--- config.mk ---
export PLATFORM = sky130hd
export DESIGN_NAME = power_mode_reset_manager
export DESIGN_NICKNAME = d
export VERILOG_FILES = /design/src/include/pmr_pkg.sv /design/src/rtl/power_mode_reset_manager.sv
export SDC_FILE = /design/constraint.sdc
export NUM_CORES = 1
export LEC_CHECK = 0
export BUFFER_PORTS_ARGS = -buffer_cell sky130_fd_sc_hd__clkbuf_2
export CAP_MARGIN = 0
export CORE_MARGIN = 5
export CORE_UTILIZATION = 40
export CTS_BUF_LIST = sky130_fd_sc_hd__clkbuf_8
export DETAILED_ROUTE_END_ITERATION = 12
export PLACE_DENSITY = 0.73
export SYNTH_ARGS = -nofsm -noshare
export SYNTH_HDL_FRONTEND = slang
export SYNTH_SLANG_ARGS = --single-unit
--- constraint.sdc ---
create_clock -name aclk -period 4.9 [get_ports aclk]
set_input_delay 0.245 -clock aclk [delete_from_list [all_inputs] [get_ports aclk]]
set_output_delay 0.245 -clock aclk [all_outputs]
set_load 0.01 [all_outputs]
--- src/include/pmr_pkg.sv ---
// Notes on behaviour
// - Normal mode: oscillator clock, per-peripheral gating bits.
// - High-speed mode feeds PLL clock everywhere.
// - Idle stops processor clock; peripheral cut optional.
// - Stop halts all; sub oscillator optional; pin wakeups.
// - Stop entered only from normal or high-speed.
// - Wait-for-event: event bit set skips sleeping.
// - Wait-for-interrupt sleeps at once.
// - Both core bits clear: immediate idle, no latency.
// - Sleep-on-exit alone: idle on handler return.
// - Idle wake: accepted interrupt, or event if entered by wfe.
// - Deep-sleep bit selects stop on entry.
// - Stop disconnects system clock, halts oscillators.
// - Wakeup restores prior oscillators; fast wakeup adds main.
// - Eight last-reset flags in status bits 24-31.
// - Flag order: soft,pin,lowvolt,watchdog,poweron,sub,main,core.
// - Software clears flags; resets keep power-on, low-voltage.
// - Reset pin low forces unmaskable reset, sets flag.
// - Low-voltage reset on by default, 3-bit level.
// - Low-voltage interrupt: enable, mask, pending, clear.
// - Soft, watchdog, core requests reset chip, set flags.
// - Fast wakeup makes internal main the system clock.
package pmr_pkg;
    localparam logic [7:0]  OFF_SOFT_RST  = 8'h04;
    localparam logic [7:0]  OFF_CTRL_SET  = 8'h08;
    localparam logic [7:0]  OFF_CTRL_CLR  = 8'h0C;
    localparam logic [7:0]  OFF_PCS_A     = 8'h10;
    localparam logic [7:0]  OFF_PCS_B     = 8'h14;
    localparam logic [7:0]  OFF_PCC_A     = 8'h18;
    localparam logic [7:0]  OFF_PCC_B     = 8'h1C;
    localparam logic [7:0]  OFF_MODE0     = 8'h28;
    localparam logic [7:0]  OFF_IRQ_MASK  = 8'h30;
    localparam logic [7:0]  OFF_RAW_IRQ   = 8'h34;
    localparam logic [7:0]  OFF_MSK_IRQ   = 8'h38;
    localparam logic [7:0]  OFF_IRQ_CLR   = 8'h3C;
    localparam logic [7:0]  OFF_STATUS    = 8'h40;
    localparam logic [7:0]  OFF_CLK_SEL   = 8'hB0;
    // Control set/clear bit positions
    localparam int B_EXT_MAIN = 0;
    localparam int B_INT_MAIN = 1;
    localparam int B_EXT_SUB  = 2;
    localparam int B_INT_SUB  = 3;
    localparam int B_FAST_WAKEUP    = 5;
    localparam int B_PLL      = 7;
    localparam int B_PCLK     = 9;
    localparam int B_SUB_KEEP = 10;
    localparam int B_IDLE_WAKEUP_SELECT    = 11;
    localparam logic [31:0] CTRL_WMASK = 32'h0000_0EAF;
    localparam logic [31:0] CTRL_RST   = 32'h0000_0002;
    // Mode register 0 fields
    localparam int B_LVR_LVL  = 0;
    localparam int B_LVR_EN   = 3;
    localparam int B_LVI_EN   = 4;
    localparam int B_LVI_LVL  = 8;
    localparam logic [31:0] MODE0_RST  = 32'h0000_0008;
    localparam logic [31:0] MODE0_MASK = 32'h0000_071F;
    localparam int B_LVI      = 0;
    // Reset flag positions inside the flag byte (status bit = 24 + n)
    localparam int FLAG_LSB   = 24;
    localparam int F_SOFT     = 0;
    localparam int F_PIN      = 1;
    localparam int F_LVR      = 2;
    localparam int F_WDT      = 3;
    localparam int F_POR      = 4;
    localparam int F_SUBMON   = 5;
    localparam int F_MAINMON  = 6;
    localparam int F_CORE     = 7;
    localparam logic [7:0]  FLAG_KEEP = 8'h14;
    localparam logic [7:0]  FLAG_RST  = 8'h10;
    // System clock source codes
    localparam logic [2:0]  SEL_EXT_MAIN = 3'h0;
    localparam logic [2:0]  SEL_INT_MAIN = 3'h1;
    localparam logic [2:0]  SEL_EXT_SUB  = 3'h2;
    localparam logic [2:0]  SEL_INT_SUB  = 3'h3;
    localparam logic [2:0]  SEL_PLL      = 3'h4;
    localparam logic [6:0]  SYNC_RST     = 7'h1D;
    localparam logic [1:0]  RESP_OKAY    = 2'h0;
    localparam logic [1:0]  RESP_SLVERR  = 2'h2;
    localparam int CLK_NS       = 100;
    localparam int RST_HOLD_NS  = 1000;
    localparam int RST_HOLD_CYC = (RST_HOLD_NS + CLK_NS - 1) / CLK_NS;
    typedef enum logic [3:0] {
        ST_NORMAL = 4'b0001,
        ST_HIGH   = 4'b0010,
        ST_IDLE   = 4'b0100,
        ST_STOP   = 4'b1000
    } pm_state_type;
endpackage

--- src/rtl/power_mode_reset_manager.sv ---
`timescale 1ns/10ps
`default_nettype none
module power_mode_reset_manager #(
    parameter int PERIPH_W = 32
) (
    input  wire  logic                aclk,
    input  wire  logic                aresetn,
    input  wire  logic [7:0]          awaddr,
    input  wire  logic                awvalid,
    output logic                      awready,
    input  wire  logic [31:0]         wdata,
    input  wire  logic [3:0]          wstrb,
    input  wire  logic                wvalid,
    output logic                      wready,
    output logic [1:0]                bresp,
    output logic                      bvalid,
    input  wire  logic                bready,
    input  wire  logic [7:0]          araddr,
    input  wire  logic                arvalid,
    output logic                      arready,
    output logic [31:0]               rdata,
    output logic [1:0]                rresp,
    output logic                      rvalid,
    input  wire  logic                rready,
    input  wire  logic                wait_for_interrupt,
    input  wire  logic                wait_for_event,
    input  wire  logic                handler_return,
    input  wire  logic                deep_sleep_bit,
    input  wire  logic                sleep_on_exit_bit,
    input  wire  logic                irq_accepted,
    input  wire  logic                event_in,
    input  wire  logic                core_reset_request,
    input  wire  logic                watchdog_reset,
    input  wire  logic                main_monitor_reset,
    input  wire  logic                sub_monitor_reset,
    input  wire  logic                reset_pin_n,
    input  wire  logic                ext_irq,
    input  wire  logic                usart_receive_line,
    input  wire  logic                spi_receive_line,
    input  wire  logic                can_receive_line,
    input  wire  logic                lvd_reset_trip,
    input  wire  logic                lvd_irq_trip,
    output logic                      cpu_clk_en,
    output logic                      sys_clk_en,
    output logic [PERIPH_W-1:0]       periph_clk_en_a,
    output logic [PERIPH_W-1:0]       periph_clk_en_b,
    output logic [2:0]                system_clock_sel,
    output logic [3:0]                osc_en,
    output logic                      pll_en,
    output logic                      chip_reset_n,
    output logic                      lvi_pending,
    output logic [3:0]                power_mode,
    output logic                      low_voltage_reset_enable,
    output logic [2:0]                low_voltage_reset_level,
    output logic [2:0]                low_voltage_irq_level
);
    // Expand byte strobes to a bit mask
    function automatic logic [31:0] bmask(input logic [3:0] s);
        bmask = {{8{s[3]}}, {8{s[2]}}, {8{s[1]}}, {8{s[0]}}};
    endfunction

    pmr_pkg::pm_state_type state_r, st_nxt;
    logic [6:0]          sync1_r, sync2_r;
    logic                aw_hold_r, w_hold_r, bvalid_r, rvalid_r;
    logic                awready_r, wready_r, arready_r;
    logic [7:0]          aw_addr_r;
    logic [31:0]         w_data_r, rdata_r;
    logic [3:0]          w_strb_r;
    logic [1:0]          bresp_r, rresp_r;
    logic [31:0]         ctrl_r, ctrl_nxt, mode0_r;
    logic [PERIPH_W-1:0] pcs_a_r, pcs_b_r;
    logic [2:0]          sel_r, sel_nxt;
    logic                imsk_r, ris_r, event_r, wfe_entry_r, wfe_nxt;
    logic [7:0]          flags_r;
    logic [3:0]          cnt_r;
    logic                cpu_clk_en_r, sys_clk_en_r, pll_en_r, chip_reset_n_r, lvi_r;
    logic [PERIPH_W-1:0] pa_r, pb_r;
    logic [3:0]          osc_r;

    // Pin inputs pass two flops; only the second stage is read
    always_ff @(posedge aclk) begin
        if (!aresetn) begin
            sync1_r <= pmr_pkg::SYNC_RST;
            sync2_r <= pmr_pkg::SYNC_RST;
        end else begin
            sync1_r <= {lvd_irq_trip, lvd_reset_trip, can_receive_line, spi_receive_line,
                        usart_receive_line, ext_irq, reset_pin_n};
            sync2_r <= sync1_r;
        end
    end
    wire pin_n_s   = sync2_r[0];
    wire rx_wake_s = sync2_r[1] | ~sync2_r[2] | ~sync2_r[3] | ~sync2_r[4];
    wire lvr_s     = sync2_r[5];
    wire lvi_s     = sync2_r[6];

    // Write channel: address and data taken in either order
    wire aw_take = awvalid & awready_r;
    wire w_take  = wvalid & wready_r;
    wire wr_do   = aw_hold_r & w_hold_r & ~bvalid_r;
    wire aw_hold_nxt = (aw_hold_r | aw_take) & ~wr_do;
    wire w_hold_nxt  = (w_hold_r | w_take) & ~wr_do;
    wire [31:0] wm   = w_data_r & bmask(w_strb_r);
    wire [31:0] keep = ~bmask(w_strb_r);
    wire wr_srst = wr_do & (aw_addr_r == pmr_pkg::OFF_SOFT_RST);
    wire wr_cset = wr_do & (aw_addr_r == pmr_pkg::OFF_CTRL_SET);
    wire wr_cclr = wr_do & (aw_addr_r == pmr_pkg::OFF_CTRL_CLR);
    wire wr_psa  = wr_do & (aw_addr_r == pmr_pkg::OFF_PCS_A);
    wire wr_psb  = wr_do & (aw_addr_r == pmr_pkg::OFF_PCS_B);
    wire wr_pca  = wr_do & (aw_addr_r == pmr_pkg::OFF_PCC_A);
    wire wr_pcb  = wr_do & (aw_addr_r == pmr_pkg::OFF_PCC_B);
    wire wr_mod0 = wr_do & (aw_addr_r == pmr_pkg::OFF_MODE0);
    wire wr_imsk = wr_do & (aw_addr_r == pmr_pkg::OFF_IRQ_MASK);
    wire wr_iclr = wr_do & (aw_addr_r == pmr_pkg::OFF_IRQ_CLR);
    wire wr_stat = wr_do & (aw_addr_r == pmr_pkg::OFF_STATUS);
    wire wr_csel = wr_do & (aw_addr_r == pmr_pkg::OFF_CLK_SEL);
    wire wr_hit  = wr_srst | wr_cset | wr_cclr | wr_psa | wr_psb | wr_pca | wr_pcb
                 | wr_mod0 | wr_imsk | wr_iclr | wr_stat | wr_csel;

    always_ff @(posedge aclk) begin
        if (!aresetn) begin
            aw_hold_r <= 1'b0;
            w_hold_r  <= 1'b0;
            awready_r <= 1'b0;
            wready_r  <= 1'b0;
            bvalid_r  <= 1'b0;
            bresp_r   <= pmr_pkg::RESP_OKAY;
            aw_addr_r <= 8'h00;
            w_data_r  <= 32'h0000_0000;
            w_strb_r  <= 4'h0;
        end else begin
            aw_hold_r <= aw_hold_nxt;
            w_hold_r  <= w_hold_nxt;
            awready_r <= ~aw_hold_nxt;
            wready_r  <= ~w_hold_nxt;
            if (aw_take) aw_addr_r <= awaddr;
            if (w_take) begin
                w_data_r <= wdata;
                w_strb_r <= wstrb;
            end
            if (wr_do) begin
                bvalid_r <= 1'b1;
                bresp_r  <= wr_hit ? pmr_pkg::RESP_OKAY : pmr_pkg::RESP_SLVERR;
            end else if (bready) begin
                bvalid_r <= 1'b0;
            end
        end
    end

    // Read decode; unmapped reads return zero with an error answer
    wire run_st = (state_r == pmr_pkg::ST_NORMAL) | (state_r == pmr_pkg::ST_HIGH);
    wire [31:0] pad_a  = 32'(pcs_a_r);
    wire [31:0] pad_b  = 32'(pcs_b_r);
    wire [31:0] status = {flags_r, 19'h0, event_r, state_r};
    logic [31:0] rd_mux;
    logic        rd_hit;
    always_comb begin
        rd_hit = 1'b1;
        case (araddr)
            pmr_pkg::OFF_SOFT_RST: rd_mux = 32'h0000_0000;
            pmr_pkg::OFF_CTRL_SET: rd_mux = ctrl_r;
            pmr_pkg::OFF_PCS_A:    rd_mux = pad_a;
            pmr_pkg::OFF_PCS_B:    rd_mux = pad_b;
            pmr_pkg::OFF_MODE0:    rd_mux = mode0_r;
            pmr_pkg::OFF_IRQ_MASK: rd_mux = {31'h0, imsk_r};
            pmr_pkg::OFF_RAW_IRQ:  rd_mux = {31'h0, ris_r};
            pmr_pkg::OFF_MSK_IRQ:  rd_mux = {31'h0, ris_r & imsk_r};
            pmr_pkg::OFF_STATUS:   rd_mux = status;
            pmr_pkg::OFF_CLK_SEL:  rd_mux = {29'h0, sel_r};
            default: begin
                rd_mux = 32'h0000_0000;
                rd_hit = 1'b0;
            end
        endcase
    end
    wire ar_take = arvalid & arready_r;
    wire rvalid_nxt = ar_take | (rvalid_r & ~rready);

    // Read answer is presented the cycle after the address is taken
    always_ff @(posedge aclk) begin
        if (!aresetn) begin
            rvalid_r  <= 1'b0;
            arready_r <= 1'b0;
            rdata_r   <= 32'h0000_0000;
            rresp_r   <= pmr_pkg::RESP_OKAY;
        end else begin
            rvalid_r  <= rvalid_nxt;
            arready_r <= ~rvalid_nxt;
            if (ar_take) begin
                rdata_r <= rd_mux;
                rresp_r <= rd_hit ? pmr_pkg::RESP_OKAY : pmr_pkg::RESP_SLVERR;
            end
        end
    end

    // Reset sources in flag order; pin reset is unmaskable
    wire [7:0] src = {core_reset_request, main_monitor_reset, sub_monitor_reset, 1'b0,
                      watchdog_reset, lvr_s & mode0_r[pmr_pkg::B_LVR_EN], ~pin_n_s,
                      wr_srst & wm[0]};
    wire any_src = |src;
    wire crst    = (cnt_r != 4'h0);
    wire ctl_rst = ~aresetn | crst;
    wire [7:0] fclr = wr_stat ? wm[31:24] : 8'h00;
    // Other resets drop all but power-on and low-voltage flags; set beats clear
    wire [7:0] flags_nxt = any_src ? ((flags_r & pmr_pkg::FLAG_KEEP & ~fclr) | src)
                                   : (flags_r & ~fclr);

    // Flags survive chip resets; power-on loads FLAG_RST, status writes clear them
    always_ff @(posedge aclk) begin
        if (!aresetn) begin
            flags_r <= pmr_pkg::FLAG_RST;
            cnt_r   <= 4'h0;
        end else begin
            flags_r <= flags_nxt;
            if (any_src) cnt_r <= 4'(pmr_pkg::RST_HOLD_CYC);
            else if (crst) cnt_r <= cnt_r - 4'h1;
        end
    end

    // Sleep entry from the core's sleep signals
    wire wfe_sleep = wait_for_event & ~event_r;
    wire go_sleep  = run_st & (wait_for_interrupt | wfe_sleep
                   | (handler_return & sleep_on_exit_bit));
    wire idle_wake = irq_accepted | (wfe_entry_r & event_in);
    wire stop_wake = (state_r == pmr_pkg::ST_STOP) & rx_wake_s;
    wire fast_wake = stop_wake & ctrl_r[pmr_pkg::B_FAST_WAKEUP];
    wire [31:0] cset = wr_cset ? (wm & pmr_pkg::CTRL_WMASK) : 32'h0000_0000;
    wire [31:0] cclr = wr_cclr ? (wm & pmr_pkg::CTRL_WMASK) : 32'h0000_0000;

    // Fast wakeup forces internal main oscillator on and selects it
    always_comb begin
        ctrl_nxt = (ctrl_r | cset) & ~cclr;
        if (fast_wake) ctrl_nxt[pmr_pkg::B_INT_MAIN] = 1'b1;
        sel_nxt = wr_csel ? wm[2:0] : sel_r;
        if (fast_wake) sel_nxt = pmr_pkg::SEL_INT_MAIN;
    end
    wire [3:0] run_code = (sel_nxt == pmr_pkg::SEL_PLL) ? pmr_pkg::ST_HIGH : pmr_pkg::ST_NORMAL;

    // Mode machine; stop is reachable only from a running state
    always_comb begin
        st_nxt  = state_r;
        wfe_nxt = wfe_entry_r;
        case (state_r)
            pmr_pkg::ST_NORMAL, pmr_pkg::ST_HIGH: begin
                if (go_sleep) begin
                    st_nxt  = deep_sleep_bit ? pmr_pkg::ST_STOP : pmr_pkg::ST_IDLE;
                    wfe_nxt = wait_for_event & ~wait_for_interrupt;
                end else begin
                    st_nxt = pmr_pkg::pm_state_type'(run_code);
                end
            end
            pmr_pkg::ST_IDLE: begin
                if (idle_wake) st_nxt = pmr_pkg::pm_state_type'(run_code);
            end
            pmr_pkg::ST_STOP: begin
                if (stop_wake) st_nxt = pmr_pkg::pm_state_type'(run_code);
            end
            default: st_nxt = pmr_pkg::ST_NORMAL;
        endcase
    end

    // Control state returns to defaults on every chip reset
    always_ff @(posedge aclk) begin
        if (ctl_rst) begin
            state_r     <= pmr_pkg::ST_NORMAL;
            wfe_entry_r <= 1'b0;
            event_r     <= 1'b0;
            ctrl_r      <= pmr_pkg::CTRL_RST;
            sel_r       <= pmr_pkg::SEL_INT_MAIN;
            mode0_r     <= pmr_pkg::MODE0_RST;
            pcs_a_r     <= '0;
            pcs_b_r     <= '0;
            imsk_r      <= 1'b0;
            ris_r       <= 1'b0;
        end else begin
            state_r     <= st_nxt;
            wfe_entry_r <= wfe_nxt;
            event_r     <= event_in | (event_r & ~(run_st & wait_for_event));
            ctrl_r      <= ctrl_nxt;
            sel_r       <= sel_nxt;
            if (wr_mod0) mode0_r <= ((mode0_r & keep) | wm) & pmr_pkg::MODE0_MASK;
            if (wr_psa) pcs_a_r <= pcs_a_r | wm[PERIPH_W-1:0];
            else if (wr_pca) pcs_a_r <= pcs_a_r & ~wm[PERIPH_W-1:0];
            if (wr_psb) pcs_b_r <= pcs_b_r | wm[PERIPH_W-1:0];
            else if (wr_pcb) pcs_b_r <= pcs_b_r & ~wm[PERIPH_W-1:0];
            if (wr_imsk) imsk_r <= wm[pmr_pkg::B_LVI];
            // Trip beats a clear in the same cycle
            ris_r <= (lvi_s & mode0_r[pmr_pkg::B_LVI_EN])
                   | (ris_r & ~(wr_iclr & wm[pmr_pkg::B_LVI]));
        end
    end

    // Clock gates and oscillator enables follow the next mode
    wire nx_run  = (st_nxt == pmr_pkg::ST_NORMAL) | (st_nxt == pmr_pkg::ST_HIGH);
    wire nx_idle = (st_nxt == pmr_pkg::ST_IDLE);
    wire nx_stop = (st_nxt == pmr_pkg::ST_STOP) & ~any_src;
    wire pcut    = nx_stop | (nx_idle & ctrl_nxt[pmr_pkg::B_PCLK]);
    wire sub_run = ctrl_nxt[pmr_pkg::B_INT_SUB] & (~nx_stop | ctrl_nxt[pmr_pkg::B_SUB_KEEP]);
    always_ff @(posedge aclk) begin
        if (ctl_rst) begin
            cpu_clk_en_r <= 1'b1;
            sys_clk_en_r <= 1'b1;
            pa_r         <= '0;
            pb_r         <= '0;
            osc_r        <= pmr_pkg::CTRL_RST[3:0];
            pll_en_r     <= 1'b0;
            lvi_r        <= 1'b0;
        end else begin
            cpu_clk_en_r <= nx_run & ~any_src;
            sys_clk_en_r <= ~nx_stop;
            pa_r         <= pcut ? '0 : pcs_a_r;
            pb_r         <= pcut ? '0 : pcs_b_r;
            osc_r        <= nx_stop ? {sub_run, 3'b000} : {sub_run, ctrl_nxt[2:0]};
            pll_en_r     <= ctrl_nxt[pmr_pkg::B_PLL] & ~nx_stop;
            lvi_r        <= ris_r & imsk_r;
        end
    end

    // Chip reset output is low while any source or the hold lasts
    always_ff @(posedge aclk) begin
        if (!aresetn) chip_reset_n_r <= 1'b0;
        else chip_reset_n_r <= ~(any_src | (cnt_r > 4'h1));
    end

    assign awready = awready_r;
    assign wready  = wready_r;
    assign bvalid  = bvalid_r;
    assign bresp   = bresp_r;
    assign arready = arready_r;
    assign rvalid  = rvalid_r;
    assign rdata   = rdata_r;
    assign rresp   = rresp_r;
    assign cpu_clk_en       = cpu_clk_en_r;
    assign sys_clk_en       = sys_clk_en_r;
    assign periph_clk_en_a  = pa_r;
    assign periph_clk_en_b  = pb_r;
    assign system_clock_sel = sel_r;
    assign osc_en           = osc_r;
    assign pll_en           = pll_en_r;
    assign chip_reset_n     = chip_reset_n_r;
    assign lvi_pending      = lvi_r;
    assign power_mode       = state_r;
    assign low_voltage_reset_enable = mode0_r[pmr_pkg::B_LVR_EN];
    assign low_voltage_reset_level  = mode0_r[pmr_pkg::B_LVR_LVL +: 3];
    assign low_voltage_irq_level    = mode0_r[pmr_pkg::B_LVI_LVL +: 3];

    wire quiet = ~any_src & ~crst;
endmodule // power_mode_reset_manager
`default_nettype wire

Yosys cells after proc, flatten, opt, wreduce, memory -nomap -nowiden
Index checks and enable logic that the tools add are counted.

Bits of input ports: 77. Register bits after elaboration: 301. Word-level logic and storage cells: 210. Output and inout port bits: 128.

Add/subtract/negate cells: 1. Magnitude comparators: 1. Reductions and logical operators: 12. Muxes and demuxes: 26. Equal/unequal tests: 31. Bitwise operators: 102.

Operators by type and width (count): $pmux W32 S9 (1); $and A32 B32 Y32 (4); $mux W32 (4); $or A32 B32 Y32 (2); $eq A8 B6 Y1 const B (7); $eq A8 B5 Y1 const B (6); $and A1 B1 Y1 (40); $not A12 Y32 (1); $not A32 Y32 (1); $or A32 B12 Y32 (1); $or A1 B1 Y1 (28); $eq A8 B4 Y1 const B (3); $mux W12 (2); $mux W4 (6); $not A1 Y1 (18); $eq A8 B3 Y1 const B (2); $eq A8 B7 Y1 const B (2); $eq A8 B8 Y1 const B (2); $mux W8 (2); $pmux W4 S3 (1); $and A11 B11 Y11 (1); $not A11 Y11 (1); $or A11 B11 Y11 (1); $reduce_or A10 Y1 (1); other kinds (20) (36).

Depth between registers and ports, before layout
Word-level depth: 16. Gate-level depth with buffers: 8. Gate-level depth less buffers: 5.

Least setup slack after synthesis
Ideal clock, no wire load.

Kind: reg2reg. Start point: reg state_r[2], in the netlist power_mode[2]. End point: reg pa_r[0], in the netlist periph_clk_en_a[0]. Clock period less this slack: 1.961 ns. Arrival time: 1.843 ns. Required time: 4.783 ns. Path buffers: 1. Library setup time: 0.117 ns. Cell stages (with the launch flop): 6. Setup slack: 2.939 ns. Cells stage by stage: dfxtp_1 > or4b_2 > o22a_1 > o32ai_4 > buf_2 > nor2_1.

Cells in the longest elaborated chain, start to end: 12. Elaborated cells on any way between the ends: 22. Those cells by class: 7 x eq/ne; 6 x mux; 7 x bitwise; 2 x reduce/logical.

RTL lines: from (decl) (line power_mode_reset_manager.sv:62) `pmr_pkg::pm_state_type state_r, st_nxt;`; from (signal assigned) (line power_mode_reset_manager.sv:264) `state_r <= pmr_pkg::ST_NORMAL;`; from (signal assigned) (line power_mode_reset_manager.sv:275) `state_r <= st_nxt;`; $eq A4 B4 Y1 (line power_mode_reset_manager.sv:224, power_mode_reset_manager.sv:242); $and A1 B1 Y1 (line power_mode_reset_manager.sv:224) `wire stop_wake = (state_r == pmr_pkg::ST_STOP) & rx_wake_s;`; $and A1 B1 Y1 (line power_mode_reset_manager.sv:225) `wire fast_wake = stop_wake & ctrl_r[pmr_pkg::B_FAST_WAKEUP];`; $mux W3 (line power_mode_reset_manager.sv:234) `if (fast_wake) sel_nxt = pmr_pkg::SEL_INT_MAIN;`; $eq A3 B3 Y1 (line power_mode_reset_manager.sv:236) `wire [3:0] run_code = (sel_nxt == pmr_pkg::SEL_PLL) ? pmr_pkg::ST_HIGH : pmr_pkg::ST_NORMAL;`; $mux W2 (line power_mode_reset_manager.sv:236); $mux W4 (on tied branches) (line power_mode_reset_manager.sv:255, power_mode_reset_manager.sv:244, power_mode_reset_manager.sv:252); $pmux W4 S3 * (line power_mode_reset_manager.sv:242) `case (state_r)`; $eq A4 B4 Y1 or $eq A4 B3 Y1 (tied branches) (line power_mode_reset_manager.sv:295, power_mode_reset_manager.sv:294); $and A1 B1 Y1 (on tied branches) (line power_mode_reset_manager.sv:295, power_mode_reset_manager.sv:296); $or A1 B1 Y1 * (line power_mode_reset_manager.sv:296) `wire pcut = nx_stop | (nx_idle & ctrl_nxt[pmr_pkg::B_PCLK]);`; $reduce_or A2 Y1 (no line) *; to (signal assigned) (line power_mode_reset_manager.sv:310) `pa_r <= pcut ? '0 : pcs_a_r;`; to (decl) (line power_mode_reset_manager.sv:77) `logic [PERIPH_W-1:0] pa_r, pb_r;`.

Mark *: on every way between the ends. The rest lies on a longest branch, timed or not. A chain may end at the register's enable or synchronous reset.

Final worst setup path
Start point: reg w_strb_r[1]. End point: reg pb_r[19], in the netlist periph_clk_en_b[19].

Cells in the longest elaborated chain, start to end: 7. Elaborated cells on any way between the ends: 9. Those cells by class: 2 x mux; 6 x bitwise; 1 x reduce/logical.

RTL lines: from (decl) (line power_mode_reset_manager.sv:68) `logic [3:0] w_strb_r;`; from (signal assigned) (line power_mode_reset_manager.sv:138) `w_strb_r <= wstrb;`; $and A32 B32 Y32 * (line power_mode_reset_manager.sv:102) `wire [31:0] wm = w_data_r & bmask(w_strb_r);`; $mux W12 (on tied branches) (line power_mode_reset_manager.sv:226, power_mode_reset_manager.sv:227); $or A32 B12 Y32 or $not A12 Y32 (tied branches) (line power_mode_reset_manager.sv:231) `ctrl_nxt = (ctrl_r | cset) & ~cclr;`; $and A32 B32 Y32 * (line power_mode_reset_manager.sv:231); $and A1 B1 Y1 * (line power_mode_reset_manager.sv:296); $or A1 B1 Y1 * (line power_mode_reset_manager.sv:296); $reduce_or A2 Y1 (no line) *; to (signal assigned) (line power_mode_reset_manager.sv:311) `pb_r <= pcut ? '0 : pcs_b_r;`; to (decl) (line power_mode_reset_manager.sv:77).

Marks and branches as above.

==> flow_results.org <==
** Worst hold path
- In this run the most critical hold path is launched from wait_for_interrupt.
- Counting instances, the worst hold path has a depth of 4.
- In this run the worst hold path is classified as in2reg.
- Hold EP :: wfe_entry_r$_SDFFE_PP0P_

** Route
- DRC marker count from the first detailed-route iteration :: 780
- In this run the remaining antenna-violating nets after routing total 0.
- Total detailed-routing wirelength :: 32.7 mm
- Routed length per instance :: 17.7 um
- In the routed design, unresolved DRC markers number 0.
- Vias per Instance :: 5.39
- Number of vias in the routed layout :: 9956
- First-pass DRT Iterations :: 5

** Run
- Maximum capacitance violations :: 0

** Floorplan
- Measured along the y axis, the die boundary spans 175 um.
- FP Rows :: 60
- I/O Pins :: 205
- The initial utilization of the core area, before any placement, comes to 40.5%.
- Core area :: 0.0269 mm^2
- Die Wd :: 175 um
- The die covers 0.0306 mm^2.

** Placed design
- Placer congestion estimate :: 0.849
- Placed Instance Area :: 0.0120 mm^2
- Half-perimeter wire length after detailed placement :: 22.5 mm
- Port bufs :: 202

** Pwr
- Switching share of total power :: 23.9%
- Clock network fraction of total power :: 41.7%
- Per report_power, the sequential group accounts for 52.5% of the total.
- For this design the static power due to leakage is 5.16 nW.
- Total power per unit cell area :: 330 mW/mm^2
- Across the VDD grid, the largest voltage drop is 0.128 mV.
- P_sw :: 0.00106 W
- Cell internal power was estimated by the tool at 0.00336 W.
- Relative contribution of combinational cells to total power :: 5.7%

** Logic synthesis
- Syn Area/Cell :: 8.62 um^2
- The synthesized netlist contains 68 unique library cells.
- In the synthesized netlist, the number of instances is 1261.
- The synthesized netlist occupies a cell area of 0.0109 mm^2.
- Counting flops and latches in the post-synthesis netlist gives 276.
- In the synthesized netlist the dominant register cell turns out to be sky130_fd_sc_hd__dfxtp_1.
- EDFF count, synth :: 0
- Area share of the largest cell type after synthesis :: 50.8%
- Fraction of registers with async set or reset after synthesis :: 0%
- Register area share after synthesis :: 50.8%
- During synthesis, Yosys emitted a total of 0 warnings.
- The largest total area in the synthesized netlist belongs to sky130_fd_sc_hd__dfxtp_1.
- Dominant cells by area after synthesis :: sky130_fd_sc_hd__dfxtp_1, sky130_fd_sc_hd__nand2_1, sky130_fd_sc_hd__nor2_1

** Layout
- Multi-input combinational cell area :: 0.00489 mm^2
- Most common library cell in the layout ignoring fill and taps :: sky130_fd_sc_hd__dfxtp_1
- Proportion of layout cells with a drive suffix above 1 :: 19.9%
- After the last flow step, the layout net total stands at 1554.
- Relative to the synthesized area, the layout overhead comes to 23.2%.
- Seq. cell area :: 0.00553 mm^2
- Once layout is done, the placed cells without fillers occupy 0.0134 mm^2.
- Utilization after layout :: 49.9%
- In the layout the commonest cells are sky130_fd_sc_hd__dfxtp_1, sky130_fd_sc_hd__nand2_1, sky130_fd_sc_hd__clkbuf_2.
- Fill cells :: 2563

** Setup path
- Worst setup path class :: reg2reg
- Counting cells, the worst reg-to-reg path comes to 6.
- STA puts the critical path data required time at 5.31 ns.
- Crit path from :: w_strb_r[1]$_SDFFE_PN0P_
- Crit path arrival time :: 3.51 ns
- Type of destination of the critical path :: flop
- Cells traversed along the worst timing path :: nand2_1 -> nor4_1 -> mux2i_1 -> o32ai_4 -> buf_4 -> nor2_1
- Maximum single-stage delay on the critical path :: 0.90 ns
- R2R Setup Slk :: 1.79 ns
- CP max-delay cell :: sky130_fd_sc_hd__dfxtp_1
- Critical register-to-register path endpoint :: periph_clk_en_b[19]$_SDFF_PP0_
- Source of the worst register-to-register timing path :: w_strb_r[1]$_SDFFE_PN0P_
- The worst setup path is launched from a flop.
- Of all nets on the critical path, the largest fanout is 39.

** CTS
- The number of setup buffers added after CTS is 0.
- TritonCTS clock tree :: yes
- At the later pin of the worst-skew pair, clock insertion delay measures 0.55 ns.
- Clock tree synthesis inserted a total of 42 buffers.
- CTS placed an instance of sky130_fd_sc_hd__clkbuf_8 at the clock tree root.
- Maximum count of clock buffers along a single path :: 3
- CTS sink cnt :: 276
- The clock tree synthesis step divided the H-tree into 2 levels.
- After clock tree synthesis, the clock-pin slew on the worst setup and hold paths is 0.06 ns.

** Global route
- GRT Resource Usage Total :: 20.6%
- The number of global-route vias before repair was 9369.
- Entering global routing, the biggest net connects 114 pins.
- After global routing the overflow that remains totals 0.
- The first global-routing pass estimated 51.6 mm of wire.
- Initial antenna violation count :: 1

** STA
- The worst path uses 63.4% of the clock period.
- Setup violations remaining at the end of the flow were counted as 0.
- The smallest clock period supported by the final layout is computed as 3.11 ns.
- Setup Total Neg Slack :: 0 ns
- The total count of max-transition violations in the final report came to 0.
- Number of endpoints with negative hold slack in the final report :: 0
- Hold is met by 0.0551 ns.
- Based on the critical path, the design can be clocked at up to 322 MHz.
- The clock arrives with 0.0199 ns of skew.
- Least-Margin Pin Slew :: 1.14 ns
- Unrepaired setup endpoints after global routing :: no
- In this run the tightest slew margin relative to its limit is 23.6%.

** Status
- The flow ran to the end, and the final reports show no timing, DRC or antenna violations.
[cell families after synthesis]
logic type | count (synthesis) | synth area share (%)
DFF | 276 | 50.8
other | 1 | 0.0345
muxes | 12 | 1.12
xor gates and xnor gates | 3 | 0.242
AOI/OAI and AO/OA | 325 | 19.9
buffers and inverters | 110 | 4.48
and+or+nand+nor | 534 | 23.4
[Yosys cell counts (3+ instances only)]
master / n
sky130_fd_sc_hd__a21o_1: 5
sky130_fd_sc_hd__or3_1: 21
sky130_fd_sc_hd__inv_1: 5
sky130_fd_sc_hd__nor2b_1: 35
sky130_fd_sc_hd__a211oi_1: 16
sky130_fd_sc_hd__buf_2: 17
sky130_fd_sc_hd__a22oi_1: 27
sky130_fd_sc_hd__dfxtp_1: 276
sky130_fd_sc_hd__nor4_1: 10
sky130_fd_sc_hd__mux2i_1: 11
sky130_fd_sc_hd__a31oi_1: 17
sky130_fd_sc_hd__o21ai_0: 68
sky130_fd_sc_hd__and3_1: 16
sky130_fd_sc_hd__a21boi_1: 4
sky130_fd_sc_hd__or2_2: 4
sky130_fd_sc_hd__a2bb2oi_1: 3
sky130_fd_sc_hd__nand2b_1: 11
sky130_fd_sc_hd__a21oi_1: 72
sky130_fd_sc_hd__or4_1: 3
sky130_fd_sc_hd__a311oi_1: 7
sky130_fd_sc_hd__o2bb2ai_1: 3
sky130_fd_sc_hd__buf_4: 10
sky130_fd_sc_hd__nor4b_1: 4
sky130_fd_sc_hd__nor2_1: 106
sky130_fd_sc_hd__a21boi_0: 51
sky130_fd_sc_hd__clkbuf_1: 69
sky130_fd_sc_hd__a221o_1: 11
sky130_fd_sc_hd__nor3_1: 7
sky130_fd_sc_hd__and2_1: 17
sky130_fd_sc_hd__o21a_1: 10
sky130_fd_sc_hd__buf_1: 7
sky130_fd_sc_hd__a22o_1: 15
sky130_fd_sc_hd__nand3b_1: 3
sky130_fd_sc_hd__nor3b_1: 4
sky130_fd_sc_hd__nand3_1: 56
sky130_fd_sc_hd__nand2_1: 217
[routing by layer]
| metal | routed length [um] | part of all wire (%) | global-route usage [%] | vias up |
|---|---|---|---|---|
| met5 | 0 | 0 | 0 | - |
| met4 | 841 | 2.6 | 6.61 | 0 |
| met3 | 3370 | 10 | 5.88 | 63 |
| met2 | 14100 | 43 | 31.0 | 446 |
| met1 | 14300 | 44 | 28.6 | 4630 |
| li1 | - | - | - | 4817 |
[metrics by stage]
step | cells | setup WS (ns) | power, W
CTS | 1845 | 1.88 | 0.00445
finish | 1847 | 1.79 | 0.00442
detailed placement | 1715 | 1.90 | 0.00258
floorplan | 1262 | 2.94 | 0.00249
global route | 1846 | 1.61 | 0.00458
global placement | 1715 | 1.98 | 0.00258
[power groups by stage]
stage	logic (W)	registers (W)	clock network, W
floorplan	0.000144	0.00235	0
global placement	0.000210	0.00237	0
detailed placement	0.000214	0.00237	0
CTS	0.000253	0.00232	0.00188
global route	0.000280	0.00232	0.00198
finish	0.000254	0.00232	0.00184
[worst max-delay path: cells and delay by family (launching register included)]
kind	cells	cell delay, ns
buffers and inverters	1	0.53
AND/OR/NAND/NOR	3	0.70
AO/OA/AOI/OAI	1	0.56
multiplexers	1	0.24
flip-flops	1	0.90
[worst max-delay path by stage]
stage	to	slack, ns	cells after the start
after floorplan	periph_clk_en_a[0]$_SDFF_PP0_	2.94	5
after global placement	periph_clk_en_b[23]$_SDFF_PP0_	1.98	6
after detailed placement	periph_clk_en_b[9]$_SDFF_PP0_	1.90	6
after CTS	periph_clk_en_b[8]$_SDFF_PP0_	1.88	6
after global routing	periph_clk_en_b[19]$_SDFF_PP0_	1.61	6
final	periph_clk_en_b[19]$_SDFF_PP0_	1.79	6
[what timing repair did]
| item | in CTS | in global routing |
|---|---|---|
| resized for setup | 0 | 0 |
| hold endpoints to repair | 58 | 0 |
| hold buffers | 59 | 0 |
[area by class of cell]
type | count | area share, %
diodes | 2 | 0.0374
clock buffers | 53 | 5.44
clock inverters | 18 | 0.644
inverters | 5 | 0.140
multi-input cells | 876 | 36.5
flip-flops and latches | 276 | 41.2
well taps | 341 | 3.18
repair buffers | 276 | 12.8
Power figures use the tool's default switching activity.
